[config.mk]
export PLATFORM = sky130hd
export DESIGN_NAME = keypad_alarm
export DESIGN_NICKNAME = d
export VERILOG_FILES = /design/src/rtl/keypad_alarm_pkg.sv /design/src/rtl/keypad_alarm.sv
export SDC_FILE = /design/constraint.sdc
export NUM_CORES = 1
export LEC_CHECK = 0
export BUFFER_PORTS_ARGS = -buffer_cell sky130_fd_sc_hd__buf_2
export CORE_ASPECT_RATIO = 0.75
export CORE_MARGIN = 2
export CORE_UTILIZATION = 50
export CTS_CLUSTER_DIAMETER = 100
export DETAILED_ROUTE_END_ITERATION = 10
export GPL_TIMING_DRIVEN = 0
export PLACE_DENSITY = 0.75
export SYNTH_ARGS = -nofsm -noshare
export SYNTH_HDL_FRONTEND = slang
export SYNTH_SLANG_ARGS = --single-unit
[constraint.sdc]
create_clock -name core_clk -period 6.5 [get_ports core_clk]
set_clock_uncertainty 0.05 [all_clocks]
set_input_delay 0.325 -clock core_clk [delete_from_list [all_inputs] [get_ports core_clk]]
set_output_delay 0.325 -clock core_clk [all_outputs]
set_load 0.005 [all_outputs]
[src/rtl/keypad_alarm_pkg.sv]
// constants, settings layout and state record of the keypad alarm
package keypad_alarm_pkg;
  localparam int CLK_NS = 5;
  localparam int MS_NS = 1000000;
  localparam int MS_CYCLES = MS_NS / CLK_NS;
  localparam int MS_PER_S = 1000;
  localparam int HB_HZ = 250;
  localparam int HB_HALF_MS = MS_PER_S / (2 * HB_HZ);
  localparam int FLASH_HALF_MS = 250;
  localparam int DEBOUNCE_FRAMES = 5;
  localparam int DIGIT_TMO_S = 5;
  localparam int PROG_TMO_S = 30;
  localparam int BAD_LIMIT = 4;
  localparam logic [13:0] NOLOOP_ALARM_S = 14'h258;
  localparam logic [3:0] KEY_STAR = 4'h9;
  localparam logic [3:0] KEY_ZERO = 4'hA;
  localparam logic [3:0] KEY_HASH = 4'hB;
  localparam logic [3:0] ADDR_STATUS = 4'h0;
  localparam logic [3:0] ADDR_CTRL = 4'h4;
  localparam logic [3:0] ADDR_CFG = 4'h8;
  localparam int CTRL_LOCK_BIT = 0;
  localparam int CTRL_OPEN_BIT = 1;

  typedef enum logic [1:0] {M_LOAD, M_NORMAL, M_PSEL, M_PDATA} mode_t;

  // everything kept in nonvolatile storage
  typedef struct packed {
    logic [15:0] master_code;
    logic [15:0] user_code_one;
    logic [15:0] user_code_two;
    logic [15:0] user_code_three;
    logic [3:0] door_s;
    logic [3:0] aux_s;
    logic [15:0] alarm_bcd;
    logic panic_en;
    logic [2:0] code_en;
  } settings_t;

  // whole state of the controller
  typedef struct packed {
    mode_t mode;
    settings_t cfg;
    logic [17:0] ms_cnt;
    logic ms_tick;
    logic [9:0] msec;
    logic sec_tick;
    logic [1:0] hb_cnt;
    logic hb;
    logic [7:0] fl_cnt;
    logic flash;
    logic [1:0] row;
    logic [3:0] row_n;
    logic [11:0] frame, db_last, stable;
    logic [2:0] db_cnt;
    logic [15:0] ebuf;
    logic [2:0] ecnt;
    logic star;
    logic [4:0] idle_s;
    logic [3:0] opt;
    logic [2:0] odig;
    logic door_on;
    logic [3:0] door_t;
    logic aux_on;
    logic [3:0] aux_t;
    logic alarm_on;
    logic [13:0] alarm_t;
    logic alarm_flag;
    logic suspended;
    logic [2:0] bad;
    logic lock;
    logic ack;
    logic [31:0] rdata;
    logic nv_store;
    logic strike_d;
    logic led_red, led_green, led_yellow, led_alarm;
  } core_t;

  localparam core_t CORE_RESET = '0;

  // four bcd digits of seconds to binary
  function automatic logic [13:0] bcd_sec(input logic [15:0] b);
    bcd_sec = 14'(b[15:12]) * 14'h3E8 + 14'(b[11:8]) * 14'h64
            + 14'(b[7:4]) * 14'hA + 14'(b[3:0]);
  endfunction
endpackage

[src/rtl/keypad_alarm.sv]
// keypad access controller with burglar alarm and avalon register port
// Function
// - heartbeat output toggles as 250 Hz square wave
// - recovery button at power-up enters program mode
// - program mode flashes red/green, yellow during option
// - program mode idle thirty seconds returns normal
// - hash aborts option; hash again leaves program
// - options 0-3 store master or user codes
// - options 4,5 set relay seconds, 0 latches
// - option 6 alarm seconds, 0000 disables loops
// - option 7 digit enables or disables panic
// - option 8 enables or disables one user code
// - settings stored, reloaded at power-up unless recovery held
// - alarm time zero ignores loops, armed light off
// - code one drives door relay, latch toggles
// - strike contact closure drives door relay too
// - code two drives auxiliary relay, own time
// - code three drives both relays, own times
// - valid code suspends loops, armed light flashes
// - star plus valid code rearms, no relay
// - five second digit gap or star/hash restarts
// - alarm from loop, four bad codes, panic
// - alarm relay for set time, indicator keeps flashing
// - any valid user code silences the alarm
// - star and hash together raise panic alarm
// - valid code clears the bad code counter
// - master code in normal enters program mode
module keypad_alarm
  import keypad_alarm_pkg::*;
#(
  parameter int MS_CYC = MS_CYCLES
) (
  input wire logic core_clk,
  input wire logic srst,
  input wire logic [3:0] avs_address,
  input wire logic avs_read,
  input wire logic avs_write,
  input wire logic [31:0] avs_writedata,
  output logic [31:0] avs_readdata,
  output logic avs_waitrequest,
  output logic [3:0] keypad_row_n,
  input wire logic [2:0] keypad_col_n,
  input wire logic recovery_button,
  input wire logic [1:0] alarm_loop_inputs,
  input wire logic external_strike_input,
  input wire logic nv_load_valid,
  input wire settings_t nv_load_data,
  output logic nv_store,
  output settings_t nv_store_data,
  output logic door_relay,
  output logic aux_relay,
  output logic alarm_relay,
  output logic armed_indicator,
  output logic green_indicator,
  output logic yellow_indicator,
  output logic alarm_indicator,
  output logic heartbeat_test_point
);
  core_t s_r, s_nxt;
  logic key_ev, panic_ev, door_go, aux_go, alarm_go, open_req;
  logic m1, m2, m3, loop_act;
  logic [3:0] key, dig;
  logic [11:0] fr;
  logic [15:0] code;
  logic [2:0] need;
  logic [13:0] a_sec;

  // handshake only: the answer is one cycle after the request appears
  assign avs_waitrequest = (avs_read | avs_write) & ~s_r.ack;
  assign avs_readdata = s_r.rdata;
  assign keypad_row_n = s_r.row_n;
  assign nv_store = s_r.nv_store;
  assign nv_store_data = s_r.cfg;
  assign door_relay = s_r.door_on;
  assign aux_relay = s_r.aux_on;
  assign alarm_relay = s_r.alarm_on;
  assign armed_indicator = s_r.led_red;
  assign green_indicator = s_r.led_green;
  assign yellow_indicator = s_r.led_yellow;
  assign alarm_indicator = s_r.led_alarm;
  assign heartbeat_test_point = s_r.hb;

  // next state of the whole controller
  always_comb begin
    s_nxt = s_r;
    s_nxt.ms_tick = 1'b0;
    s_nxt.sec_tick = 1'b0;
    s_nxt.nv_store = 1'b0;
    key_ev = 1'b0;
    panic_ev = 1'b0;
    door_go = 1'b0;
    aux_go = 1'b0;
    alarm_go = 1'b0;
    open_req = 1'b0;
    key = 4'h0;
    fr = {~keypad_col_n, s_r.frame[11:3]};
    code = {s_r.ebuf[11:0], 4'h0};
    dig = 4'h0;
    m1 = 1'b0;
    m2 = 1'b0;
    m3 = 1'b0;
    need = 3'h4;

    // millisecond and second enables
    if (s_r.ms_cnt == 18'(MS_CYC - 1)) begin
      s_nxt.ms_cnt = 18'h0;
      s_nxt.ms_tick = 1'b1;
    end else begin
      s_nxt.ms_cnt = s_r.ms_cnt + 18'h1;
    end
    if (s_r.ms_tick) begin
      if (s_r.msec == 10'(MS_PER_S - 1)) begin
        s_nxt.msec = 10'h0;
        s_nxt.sec_tick = 1'b1;
      end else begin
        s_nxt.msec = s_r.msec + 10'h1;
      end
      // toggle every 2 ms gives a 4 ms period
      if (s_r.hb_cnt == 2'(HB_HALF_MS - 1)) begin
        s_nxt.hb_cnt = 2'h0;
        s_nxt.hb = ~s_r.hb;
      end else begin
        s_nxt.hb_cnt = s_r.hb_cnt + 2'h1;
      end
      if (s_r.fl_cnt == 8'(FLASH_HALF_MS - 1)) begin
        s_nxt.fl_cnt = 8'h0;
        s_nxt.flash = ~s_r.flash;
      end else begin
        s_nxt.fl_cnt = s_r.fl_cnt + 8'h1;
      end
      // one row per ms; columns settle for a whole ms before sampling
      s_nxt.row = s_r.row + 2'h1;
      s_nxt.frame = fr;
    end
    s_nxt.row_n = ~(4'h1 << s_nxt.row);

    // a frame must repeat five times before it counts as stable
    if (s_r.ms_tick && s_r.row == 2'h3) begin
      if (fr != s_r.db_last) begin
        s_nxt.db_last = fr;
        s_nxt.db_cnt = 3'h0;
      end else if (s_r.db_cnt == 3'(DEBOUNCE_FRAMES - 1)) begin
        s_nxt.stable = fr;
        if (fr != s_r.stable && !s_r.lock) begin
          key_ev = (s_r.stable == 12'h0) && $onehot(fr);
          panic_ev = fr[9] && fr[11] && !(s_r.stable[9] && s_r.stable[11]);
        end
      end else begin
        s_nxt.db_cnt = s_r.db_cnt + 3'h1;
      end
    end
    for (int i = 0; i < 12; i++) begin
      if (fr[i]) begin
        key = 4'(i);
      end
    end
    dig = (key == KEY_ZERO) ? 4'h0 : key + 4'h1;
    code = {s_r.ebuf[11:0], dig};

    // seconds since the last key, saturating
    if (key_ev) begin
      s_nxt.idle_s = 5'h0;
    end else if (s_r.sec_tick && s_r.idle_s != 5'h1F) begin
      s_nxt.idle_s = s_r.idle_s + 5'h1;
    end

    // bus slave: read data latched on the first cycle, write at the ack
    s_nxt.ack = (avs_read | avs_write) & ~s_r.ack;
    if (avs_read && !s_r.ack) begin
      if (avs_address == ADDR_STATUS) begin
        s_nxt.rdata = {21'h0, s_r.lock, s_r.bad, s_r.suspended,
                       s_r.alarm_flag, s_r.alarm_on, s_r.aux_on,
                       s_r.door_on, s_r.mode};
      end else if (avs_address == ADDR_CTRL) begin
        s_nxt.rdata = {31'h0, s_r.lock};
      end else if (avs_address == ADDR_CFG) begin
        s_nxt.rdata = {4'h0, s_r.cfg.alarm_bcd, s_r.cfg.code_en,
                       s_r.cfg.panic_en, s_r.cfg.aux_s, s_r.cfg.door_s};
      end else begin
        s_nxt.rdata = 32'h0;
      end
    end
    if (avs_write && s_r.ack && avs_address == ADDR_CTRL) begin
      s_nxt.lock = avs_writedata[CTRL_LOCK_BIT];
      open_req = avs_writedata[CTRL_OPEN_BIT];
    end

    case (s_r.mode)
      M_LOAD: begin
        if (recovery_button) begin
          s_nxt.mode = M_PSEL;
          s_nxt.idle_s = 5'h0;
        end else if (nv_load_valid) begin
          s_nxt.cfg = nv_load_data;
          s_nxt.mode = M_NORMAL;
        end
      end
      M_NORMAL: begin
        if (external_strike_input && !s_r.strike_d) begin
          door_go = 1'b1;
        end
        if (open_req) begin
          door_go = 1'b1;
        end
        if ((s_r.ecnt != 3'h0 || s_r.star) &&
            s_r.idle_s >= 5'(DIGIT_TMO_S)) begin
          s_nxt.ecnt = 3'h0;
          s_nxt.star = 1'b0;
        end
        if (key_ev) begin
          if (key == KEY_STAR || key == KEY_HASH) begin
            s_nxt.ecnt = 3'h0;
            s_nxt.star = (key == KEY_STAR);
          end else if (s_r.ecnt != 3'h3) begin
            s_nxt.ebuf = code;
            s_nxt.ecnt = s_r.ecnt + 3'h1;
          end else begin
            s_nxt.ecnt = 3'h0;
            s_nxt.star = 1'b0;
            // master beats users, and user one beats two beats three
            m1 = s_r.cfg.code_en[0] && code == s_r.cfg.user_code_one;
            m2 = s_r.cfg.code_en[1] && code == s_r.cfg.user_code_two;
            m3 = s_r.cfg.code_en[2] && code == s_r.cfg.user_code_three;
            if (code == s_r.cfg.master_code) begin
              s_nxt.mode = M_PSEL;
              s_nxt.idle_s = 5'h0;
            end else if (m1 || m2 || m3) begin
              s_nxt.bad = 3'h0;
              s_nxt.alarm_on = 1'b0;
              s_nxt.alarm_flag = 1'b0;
              if (s_r.star) begin
                s_nxt.suspended = 1'b0;
              end else begin
                s_nxt.suspended = 1'b1;
                door_go = m1 || (!m2 && m3);
                aux_go = !m1 && (m2 || m3);
              end
            end else if (s_r.bad == 3'(BAD_LIMIT - 1)) begin
              s_nxt.bad = 3'h0;
              alarm_go = 1'b1;
            end else begin
              s_nxt.bad = s_r.bad + 3'h1;
            end
          end
        end
      end
      M_PSEL: begin
        if (s_r.idle_s >= 5'(PROG_TMO_S)) begin
          s_nxt.mode = M_NORMAL;
        end
        if (key_ev) begin
          if (key == KEY_HASH) begin
            s_nxt.mode = M_NORMAL;
          end else if (key != KEY_STAR && dig <= 4'h8) begin
            s_nxt.opt = dig;
            s_nxt.odig = 3'h0;
            s_nxt.mode = M_PDATA;
          end
        end
      end
      default: begin
        // option data: digit count depends on the option
        if (s_r.opt == 4'h4 || s_r.opt == 4'h5 || s_r.opt == 4'h7) begin
          need = 3'h1;
        end else if (s_r.opt == 4'h8) begin
          need = 3'h2;
        end
        if (s_r.idle_s >= 5'(DIGIT_TMO_S)) begin
          s_nxt.mode = M_PSEL;
          s_nxt.idle_s = 5'h0;
        end
        if (key_ev && key == KEY_HASH) begin
          s_nxt.mode = M_PSEL;
        end else if (key_ev && key != KEY_STAR) begin
          s_nxt.ebuf = code;
          s_nxt.odig = s_r.odig + 3'h1;
          if (s_r.odig + 3'h1 == need) begin
            s_nxt.mode = M_PSEL;
            s_nxt.nv_store = 1'b1;
            case (s_r.opt)
              4'h0: s_nxt.cfg.master_code = code;
              4'h1: begin
                s_nxt.cfg.user_code_one = code;
                s_nxt.cfg.code_en[0] = 1'b1;
              end
              4'h2: begin
                s_nxt.cfg.user_code_two = code;
                s_nxt.cfg.code_en[1] = 1'b1;
              end
              4'h3: begin
                s_nxt.cfg.user_code_three = code;
                s_nxt.cfg.code_en[2] = 1'b1;
              end
              4'h4: s_nxt.cfg.door_s = dig;
              4'h5: s_nxt.cfg.aux_s = dig;
              4'h6: s_nxt.cfg.alarm_bcd = code;
              4'h7: s_nxt.cfg.panic_en = (dig == 4'h1);
              default: begin
                if (s_r.ebuf[3:0] >= 4'h1 && s_r.ebuf[3:0] <= 4'h3) begin
                  s_nxt.cfg.code_en[2'(s_r.ebuf[3:0] - 4'h1)] =
                    (dig == 4'h1);
                end
              end
            endcase
          end
        end
      end
    endcase
    s_nxt.strike_d = external_strike_input;

    // loop and panic alarms are watched in every mode except M_LOAD
    loop_act = alarm_loop_inputs[0] | ~alarm_loop_inputs[1];
    if (s_r.mode != M_LOAD && s_r.cfg.alarm_bcd != 16'h0 &&
        !s_r.suspended && loop_act && !s_r.alarm_on) begin
      alarm_go = 1'b1;
    end
    if (panic_ev && s_r.cfg.panic_en && s_r.mode != M_LOAD) begin
      alarm_go = 1'b1;
    end

    // relay timers count whole seconds; a zero count means latched
    if (s_r.sec_tick && s_r.door_on && s_r.door_t != 4'h0) begin
      s_nxt.door_t = s_r.door_t - 4'h1;
      s_nxt.door_on = (s_r.door_t != 4'h1);
    end
    if (s_r.sec_tick && s_r.aux_on && s_r.aux_t != 4'h0) begin
      s_nxt.aux_t = s_r.aux_t - 4'h1;
      s_nxt.aux_on = (s_r.aux_t != 4'h1);
    end
    if (s_r.sec_tick && s_r.alarm_on) begin
      s_nxt.alarm_t = s_r.alarm_t - 14'h1;
      s_nxt.alarm_on = (s_r.alarm_t > 14'h1);
    end
    if (door_go) begin
      s_nxt.door_t = s_r.cfg.door_s;
      s_nxt.door_on = (s_r.cfg.door_s != 4'h0) || !s_r.door_on;
    end
    if (aux_go) begin
      s_nxt.aux_t = s_r.cfg.aux_s;
      s_nxt.aux_on = (s_r.cfg.aux_s != 4'h0) || !s_r.aux_on;
    end
    // loops off still leaves tamper and panic a fixed ten minutes
    a_sec = bcd_sec(s_r.cfg.alarm_bcd);
    if (alarm_go) begin
      s_nxt.alarm_on = 1'b1;
      s_nxt.alarm_flag = 1'b1;
      s_nxt.alarm_t = (a_sec == 14'h0) ? NOLOOP_ALARM_S : a_sec;
    end

    // indicators
    if (s_r.mode == M_PSEL || s_r.mode == M_PDATA) begin
      s_nxt.led_red = s_r.flash;
      s_nxt.led_green = s_r.flash;
      s_nxt.led_yellow = (s_r.mode == M_PDATA);
    end else begin
      s_nxt.led_red = (s_r.cfg.alarm_bcd != 16'h0) &&
                      (!s_r.suspended || s_r.flash);
      s_nxt.led_green = s_r.door_on;
      s_nxt.led_yellow = s_r.aux_on;
    end
    s_nxt.led_alarm = s_r.alarm_flag && s_r.flash;
  end

  // single state register
  always_ff @(posedge core_clk) begin
    if (srst) begin
      s_r <= CORE_RESET;
    end else begin
      s_r <= s_nxt;
    end
  end
endmodule

# Yosys cells after proc, flatten, opt, wreduce, memory -nomap -nowiden
# Index checks and enable logic that the tools add are counted.
[totals]
register_bits = 279
latchBits = 0
mem_bits_rw = 0
rom_bits = 0
input_bits = 140
wordCells = 440
n_memories = 0
[op_classes]
n_addsub = 29
n_mul = 3
n_div = 0
order_cmp = 8
eq_ne = 61
n_shift = 1
muxes = 140
bitwise_logic = 19
reduce_logical = 129
[op_table]
columns = ["op", "n"]
rows = [
  ["$mux W94", 3],
  ["$mux W92", 2],
  ["$pmux W92 S2", 1],
  ["$mux W16", 6],
  ["$mux W28", 3],
  ["$mux W5", 15],
  ["$eq A16 B16 Y1", 4],
  ["$mux W4", 15],
  ["$reduce_and A7 Y1", 8],
  ["$mux W12", 4],
  ["$mux W1", 47],
  ["$mux W3", 15],
  ["$reduce_bool A2 Y1", 20],
  ["$logic_and A1 B1 Y1", 35],
  ["$reduce_and A6 Y1", 5],
  ["$mux W2", 14],
  ["$ne A2 B2 Y1 const B", 14],
  ["$ne A12 B12 Y1", 2],
  ["$pmux W12 S2", 1],
  ["$reduce_and A8 Y1", 3],
  ["$mux W21", 1],
  ["$reduce_bool A3 Y1", 7],
  ["$reduce_or A7 Y1", 3],
  ["$eq A4 B3 Y1 const B", 5],
  ["other kinds (77)", 157],
]

# Depth between registers and ports, before layout
# Gate-level depths: netlist of run 1.
[depth]
ltp_word = 27
mapped_depth = 23
ltp_nobuf = 20

# Worst setup path before layout of run 1
# No wires, ideal clock.
[synth_path]
kind = "input to register"
from = "input port keypad_col_n[0]"
to = "register s_r, in the netlist nv_store_data[62]"
setup_ns = 0.140
t_arrival_ns = 5.216
required_ns = 6.310
path_slack_ns = 1.094
cell_stages = 21
path_cell_list = "buf_2 -> buf_4 -> inv_1 -> fa_1 -> inv_1 -> fa_1 -> fa_1 -> fa_1 -> inv_1 -> ha_1 -> inv_1 -> fa_1 -> nand4_1 -> nor3_1 -> nand4_2 -> or4b_1 -> a21o_1 -> buf_6 -> a21oi_4 -> buf_2 -> a211oi_2"
[synth_via]
elab_chain_len = 13
elab_cells_between_ends = 31
cone_classes = "add/sub: 4; eq/ne: 7; mux: 13; bitwise: 1; reduce/logical: 6"
[synth_lines]
columns = ["item", "line", "source"]
rows = [
  ["from (decl)", "keypad_alarm.sv:42", "input wire logic [2:0] keypad_col_n,"],
  ["$not A3 Y3 (*)", "keypad_alarm.sv:96", "fr = {~keypad_col_n, s_r.frame[11:3]};"],
  ["net fr[9]", "keypad_alarm.sv:63", "logic [11:0] fr;"],
  ["$add A1 B1 Y2 (not written as such)", "keypad_alarm.sv:145", "key_ev = (s_r.stable == 12'h0) && $onehot(fr);"],
  ["$add A2 B2 Y3 (not written as such)", "keypad_alarm.sv:145", ""],
  ["$add A4 B3 Y4 (not written as such)", "keypad_alarm.sv:145", ""],
  ["$eq A4 B1 Y1", "keypad_alarm.sv:145", ""],
  ["$logic_and A1 B1 Y1", "keypad_alarm.sv:145", ""],
  ["$mux W1", "keypad_alarm.sv:144", "if (fr != s_r.stable && !s_r.lock) begin"],
  ["$mux W1", "keypad_alarm.sv:142", "end else if (s_r.db_cnt == 3'(DEBOUNCE_FRAMES - 1)) begin"],
  ["$mux W1", "keypad_alarm.sv:139", "if (fr != s_r.db_last) begin"],
  ["$mux W1", "keypad_alarm.sv:138", "if (s_r.ms_tick && s_r.row == 2'h3) begin"],
  ["$logic_and A1 B1 Y1, on equally long branches", "keypad_alarm.sv:272, keypad_alarm.sv:274", ""],
  ["$ne A2 B1 Y1 (no source line) or $reduce_bool A2 Y1 (tied branches)", "-", ""],
  ["$reduce_and A7 Y1 (no source line)", "-", ""],
  ["to (signal assigned)", "keypad_alarm.sv:369", "s_r <= s_nxt;"],
  ["to (decl)", "keypad_alarm.sv:59", "core_t s_r, s_nxt;"],
]
# The timed path passes the listed nets; every way through them passes the cells marked *. The select of a mux whose other input is x is not followed.
# A chain may end at the register's enable or synchronous reset.

# Final worst setup path of run 1
[layout_path]
from = "register s_r, in the netlist fr[1]"
to = "register s_r, in the netlist nv_store_data[46]"
[layout_via]
elab_chain_len = 18
elab_cells_between_ends = 39
cone_classes = "add/sub: 5; eq/ne: 7; mux: 21; reduce/logical: 6"
[layout_lines]
columns = ["item"]
rows = [
  ["parallel branches: the longest is 18 deep, another holds $add A3 B3 Y4"],
]
# Several ways; the timed one is not identified. The select of a mux whose other input is x is not followed.

==> reports/metrics.cfg, run 1 <==
[grt]
grt_max_degree = 15
grt_usage_pct = 30.1
grt_pass1_vias = 15016
overflow = 0
grt_antenna_before_repair = 3
grt_pass1_wl_um = 83400

[synthesis]
synth_area_per_cell_um2 = 8.35
ys_seq_area_share_pct = 32.4
syn_inst = 2011
ys_types = 86
synthFlopType = dfxtp_1
yosysWarnings = 0
synthArstFlopShare_pct = 0
syn_area_um2 = 16800
ys_seq_elements = 272
synth-edff-count = 0

[setup_path]
cp.arrival_ns = 6.44
required_ns = 6.93
reg2reg_from = fr[1]$_SDFFE_PP0P_
r2r_setup_slack_ns = 0.49
critPathLaunch = fr[1]$_SDFFE_PP0P_
r2r-end = nv_store_data[46]$_SDFFE_PP0P_
r2r_cells = 19
path_class = reg2reg
cp_max_fo = 10
crit_path_end = nv_store_data[46]$_SDFFE_PP0P_
worstSetupEndpointType = flop
startpoint_type = flop

[sta]
hold_viol = 0
finalSetupViolCount = 0
timing.hold.ws_ns = 0.0104
rsz0062_at_grt = no
tightest_slew_ns = 1.15
slew_viol_final = 0
slew_headroom_pct = 22.3
timing.final.crit_period_ns = 6.01
finalSetupTns_ns = 0
fmax_mhz = 166
finalCritPeriodShare_pct = 92.5

[floorplanning]
die_height_um = 163
die_area_um2 = 35100
num_io_pins = 278
start_util_pct = 50.4
core_area_um2 = 33300
die_x_um = 216
core.rowCount = 58

[routing]
finalWirelength_um = 55200
ant_nets = 0
wire_per_inst_um = 20.0
drt_iter0_drc = 1893
dr_total_vias = 16302
first_pass_iters = 5
route.detailed.drc = 0
viasPerCell = 5.90

[cells_and_area]
fin_util_pct = 58.9
layout-drive-gt1-share_pct = 21.4
synthToLayoutAreaGrowth_pct = 17.0
fin_nets = 2538

[clocking]
path_clk_slew_ns = 0.06
cts_tree = built
insertion_delay_ns = 0.59
clockBufferDepth = 3
htreeDepth = 1
clock-root-buffer = clkbuf_16
cts_made_buffers = 30
cts_num_sinks = 272

[pwr]
power_frac_seq_pct = 34.7
peakVddDrop_mv = 0.217
p_int_uw = 3860
p_switching_uw = 2260
clockPowerShare_pct = 28.8
powerDensity_nw_per_um2 = 312
p_leak_uw = 0.00840
swShare_pct = 36.9
p_comb_share_pct = 36.4

[placement]
dp_hpwl_um = 41700
port_buffers = 241
place_congestion = 0.936

[job]
drv_cap = 0

[status]
status = complete, no violations

[worst_hold_path]
hold_class = in2reg
hold_path_depth = 3

==> power by group through the flow <==
stage / Combinational (uW) / Sequential [uW] / Clock, uW
floorplan: 1580 / 2040 / 0
global placement: 2120 / 2150 / 0
detailed placement: 2170 / 2150 / 0
CTS: 2190 / 2110 / 1770
global route: 2440 / 2140 / 1830
finish: 2230 / 2130 / 1760
==> Yosys cell counts, types with 11 or more instances <==
cell	number	area [um^2]
a211oi_1	106	796
a211oi_2	14	175
a21oi_1	127	636
a221oi_1	14	123
a22oi_1	68	510
and3_1	15	93.8
buf_2	18	90.1
buf_4	137	1030
clkbuf_1	84	315
dfxtp_1	272	5450
fa_1	24	480
ha_1	82	1030
inv_1	90	338
mux2i_1	27	270
nand2_1	124	465
nand3_1	64	320
nand4_1	29	181
nor2_1	247	927
nor2b_1	16	100
nor3_1	40	200
nor4_1	38	238
o21ai_0	42	210
or3_1	11	68.8
xnor2_1	81	709
xor2_1	65	569
==> flip-flops by register name (all words and copies together), names as in the netlist <==
name	flops
nv_store_data	92
keypad_row_n	4
code	12
heartbeat_test_point	1
alarm_indicator	1
green_indicator	1
aux_relay	1
door_relay	1
fr	9
yellow_indicator	1
alarm_relay	1
s_r	118
nv_store	1
armed_indicator	1
avs_readdata	28
==> kinds of logic after synthesis <==
kind of cell / share of synthesized area, %
and+or+nand+nor: 18.9
DFF: 32.4
xor gates and xnor gates: 7.85
muxes: 1.74
AOI/OAI and AO/OA: 19.3
buffers and inverters: 10.8
other: 0.0223
adders and majority gates: 8.97
==> final cells by class <==
type / count / area, um^2
Multi-Input combinational cell: 1405 / 9560
Buffer: 247 / 1470
Fill cell: 2976 / 13700
Clock inverter: 10 / 140
Clock buffer: 43 / 861
Timing Repair Buffer: 246 / 1250
Tap cell: 450 / 563
Sequential cell: 272 / 5450
Inverter: 90 / 338
Antenna cell: 1 / 2.50
==> placed cells by master, fill, tap and decap left out, drive strengths merged, types with 31 or more instances in the layout <==
master	instances
xor2	66
nand2	124
dfxtp	272
inv	92
a21oi	131
clkbuf	127
nand4	31
nand3	64
xnor2	81
nor2	253
nor4	39
nor3	40
buf	407
ha	82
a211oi	120
o21ai	50
a22oi	68
==> how the worst min path moves through the flow <==
stage | startpoint | to | slack [ns]
2_1_floorplan | s_r[171]$_SDFF_PP0_ | s_r[171]$_SDFF_PP0_ | 0.38
3_3_place_gp | avs_readdata[21]$_SDFFE_PP0P_ | avs_readdata[21]$_SDFFE_PP0P_ | 0.39
3_5_place_dp | avs_readdata[23]$_SDFFE_PP0P_ | avs_readdata[23]$_SDFFE_PP0P_ | 0.39
4_1_cts | nv_load_data[0] | nv_store_data[0]$_SDFFE_PP0P_ | 0.006
5_1_grt | nv_load_data[0] | nv_store_data[0]$_SDFFE_PP0P_ | 0.02
6_report | nv_load_data[0] | nv_store_data[0]$_SDFFE_PP0P_ | 0.01
==> repair_timing <==
item | 4_1_cts | 5_1_grt
hold endpoints to repair | 2 | 0
hold buffers | 2 | 0
buffers inserted | 0 | 0
resized for setup | 0 | 0
==> stage by stage <==
stage	worst slack (ns)	power [uW]	instances	cell area [um^2]
3_3_place_gp	0.165	4260	2705	18600
6_report	0.486	6120	2764	19600
2_1_floorplan	1.09	3620	2014	16800
5_1_grt	0.209	6410	2763	19600
4_1_cts	0.586	6070	2763	19600
3_5_place_dp	0.327	4320	2708	18600
==> metal layers <==
metal / global-route usage, % / share of wire (%) / wire, um / vias up
li1: - / - / - / 7554
met1: 40.1 / 42 / 23200 / 7719
met2: 47.6 / 44 / 24200 / 873
met3: 7.21 / 10 / 5760 / 152
met4: 11.2 / 3.6 / 2010 / 4
met5: 0 / 0.047 / 26 / -
==> worst max-delay path: stages, from the launching register on <==
cell,delay [ns]
dfxtp_1,0.54
fa_1,0.47
inv_1,0.08
fa_1,0.43
fa_1,0.50
fa_1,0.41
inv_1,0.09
ha_1,0.16
inv_1,0.05
fa_1,0.37
nor2b_1,0.12
a21oi_1,0.11
nor3_1,0.38
nand4_2,0.30
or4b_1,0.62
a21o_1,0.27
a21oi_2,0.29
buf_2,0.34
nor2_1,0.07
a211oi_1,0.27
(Power assumes the default switching activity.)
==> run 2: changes to the inputs <==
==> constraint.sdc (replaced) <==
create_clock -name core_clk -period 6.5 [get_ports core_clk]
set_clock_uncertainty 0.05 [all_clocks]
set_input_delay 0 -clock core_clk [delete_from_list [all_inputs] [get_ports core_clk]]
set_output_delay 0 -clock core_clk [all_outputs]
set_load 0.005 [all_outputs]
==> reports/metrics.cfg, run 2 (synthesis gave the netlist of run 1 again) <==
[sta]
finalCritPeriodShare_pct = 94.2
tightest_slew_ns = 1.13
slew_viol_final = 0
hold_viol = 0
rsz0062_at_grt = no
finalSetupViolCount = 0
finalSetupTns_ns = 0
fmax_mhz = 163
slew_headroom_pct = 23.9
timing.hold.ws_ns = 0.0609
timing.final.crit_period_ns = 6.13

[floorplanning]
core_area_um2 = 33300
die_height_um = 163
core.rowCount = 58
die_x_um = 216
die_area_um2 = 35100
num_io_pins = 278
start_util_pct = 50.4

[cells_and_area]
fin_nets = 2645
finalInstanceArea_um2 = 20700
layout-drive-gt1-share_pct = 20.5
mostFrequentLayoutCells = 272 x dfxtp_1, 259 x buf_2, 247 x nor2_1
synthToLayoutAreaGrowth_pct = 23.4
largest_reg_flops = 118
top_register = s_r
layout_commonest_cell = dfxtp_1

[clocking]
path_clk_slew_ns = 0.06
htreeDepth = 1
cts_num_sinks = 272
clockBufferDepth = 3
clock-root-buffer = clkbuf_16
cts_resized = 0
cts_made_buffers = 30
insertion_delay_ns = 0.58
cts_tree = built

[grt]
grt_usage_pct = 31.5
grtUsageMet1_pct = 41.6
grt_use_met3_pct = 6.97
met2_usage_pct = 50.5
grt_pass1_vias = 15810
grt.busiest_layer = met2
overflow = 0
grt_pass1_wl_um = 87800
grt_max_degree = 15
grt_antenna_before_repair = 3

[setup_path]
required_ns = 6.95
reg2reg_from = fr[1]$_SDFFE_PP0P_
startpoint_type = flop
path_class = reg2reg
cp_max_fo = 7
critPathLaunch = fr[1]$_SDFFE_PP0P_
r2r_cells = 20
worstSetupEndpointType = flop
cp.arrival_ns = 6.57

[placement]
dpl_cell_area_um2 = 18600
dp_hpwl_um = 41700
port_buffers = 241
place_congestion = 0.936

[pwr]
swShare_pct = 36.9
p_int_uw = 3900
clockPowerShare_pct = 28.4
powerDensity_nw_per_um2 = 299
p_leak_uw = 0.00885
peakVddDrop_mv = 0.214
p_switching_uw = 2280
power_frac_seq_pct = 34.4
p_comb_share_pct = 37.2

[routing]
first_pass_iters = 9
route.detailed.drc = 0
drt_iter0_drc = 1968
dr_total_vias = 16911
ant_nets = 0
viasPerCell = 5.89
wire_per_inst_um = 19.9
finalWirelength_um = 57300

[worst_hold_path]
hold_class = in2reg
min_from = avs_address[1]
hold_path_depth = 5

[job]
drv_cap = 0

[status]
status = complete, no violations

## run 2: cell types whose count changed in the layout (fill, tap and decap cells not counted), sizes merged
cell	change
diode	+2
dlygate4sd3	+107
## run 2: power by group through the flow
| stage | clock network (uW) | registers (uW) | logic [uW] |
|---|---|---|---|
| detailed placement | 0 | 2150 | 2170 |
| global route | 1830 | 2140 | 2510 |
| floorplan | 0 | 2040 | 1580 |
| finish | 1760 | 2130 | 2300 |
| global placement | 0 | 2150 | 2120 |
| CTS | 1770 | 2110 | 2240 |
## run 2: final cells by class
cell class	instances	area (um^2)
sequential	272	5450
clock inverter	10	140
multi-input combinational	1405	9560
inverter	90	338
antenna	3	7.51
tap	450	563
fill	2801	12600
timing repair buffer	353	2320
buffer	247	1470
clock buffer	43	861
## run 2: worst paths after layout
kind | endpoint | slack [ns]
max | s_r[281]$_SDFFE_PP0P_ | 0.37
min reg2reg | avs_readdata[23]$_SDFFE_PP0P_ | 0.41
min | avs_readdata[21]$_SDFFE_PP0P_ | 0.06
max reg2reg | s_r[281]$_SDFFE_PP0P_ | 0.37
## run 2: per-layer routing
layer	wire length [um]	part of all wire, %	up-vias
met2	25500	44	989
met3	5790	10	180
met4	2070	3.6	2
li1	-	-	7785
met1	24000	42	7955
met5	13	0.023	-
## run 2: stage by stage
step           util, %  power (uW)  instances  setup slack, ns
2_1_floorplan        -        3620       2014             1.33
3_3_place_gp      55.7        4260       2705            0.443
3_5_place_dp      55.9        4320       2708            0.618
4_1_cts           62.1        6120       2870            0.482
5_1_grt           62.1        6480       2871           0.0864
6_report          62.2        6190       2873            0.375
## run 2: repair_timing
| action | in CTS | in global routing |
|---|---|---|
| hold buffers | 109 | 0 |
| buffers inserted | 0 | 0 |
| endpoints found under the hold margin | 108 | 0 |
## run 2: critical path, cell delays in order (launching register included)
cell,delay (ns)
dfxtp_1,0.53
fa_1,0.47
inv_1,0.08
fa_1,0.43
fa_1,0.50
fa_1,0.41
inv_1,0.09
ha_1,0.16
inv_1,0.05
fa_1,0.37
nor2b_1,0.12
a21oi_1,0.11
nor3_1,0.22
nand3_1,0.38
nor2_1,0.31
nand2_1,0.08
o21ai_0,0.30
o21ai_0,0.15
dlygate4sd3_1,0.58
o32ai_1,0.10
dlygate4sd3_1,0.57
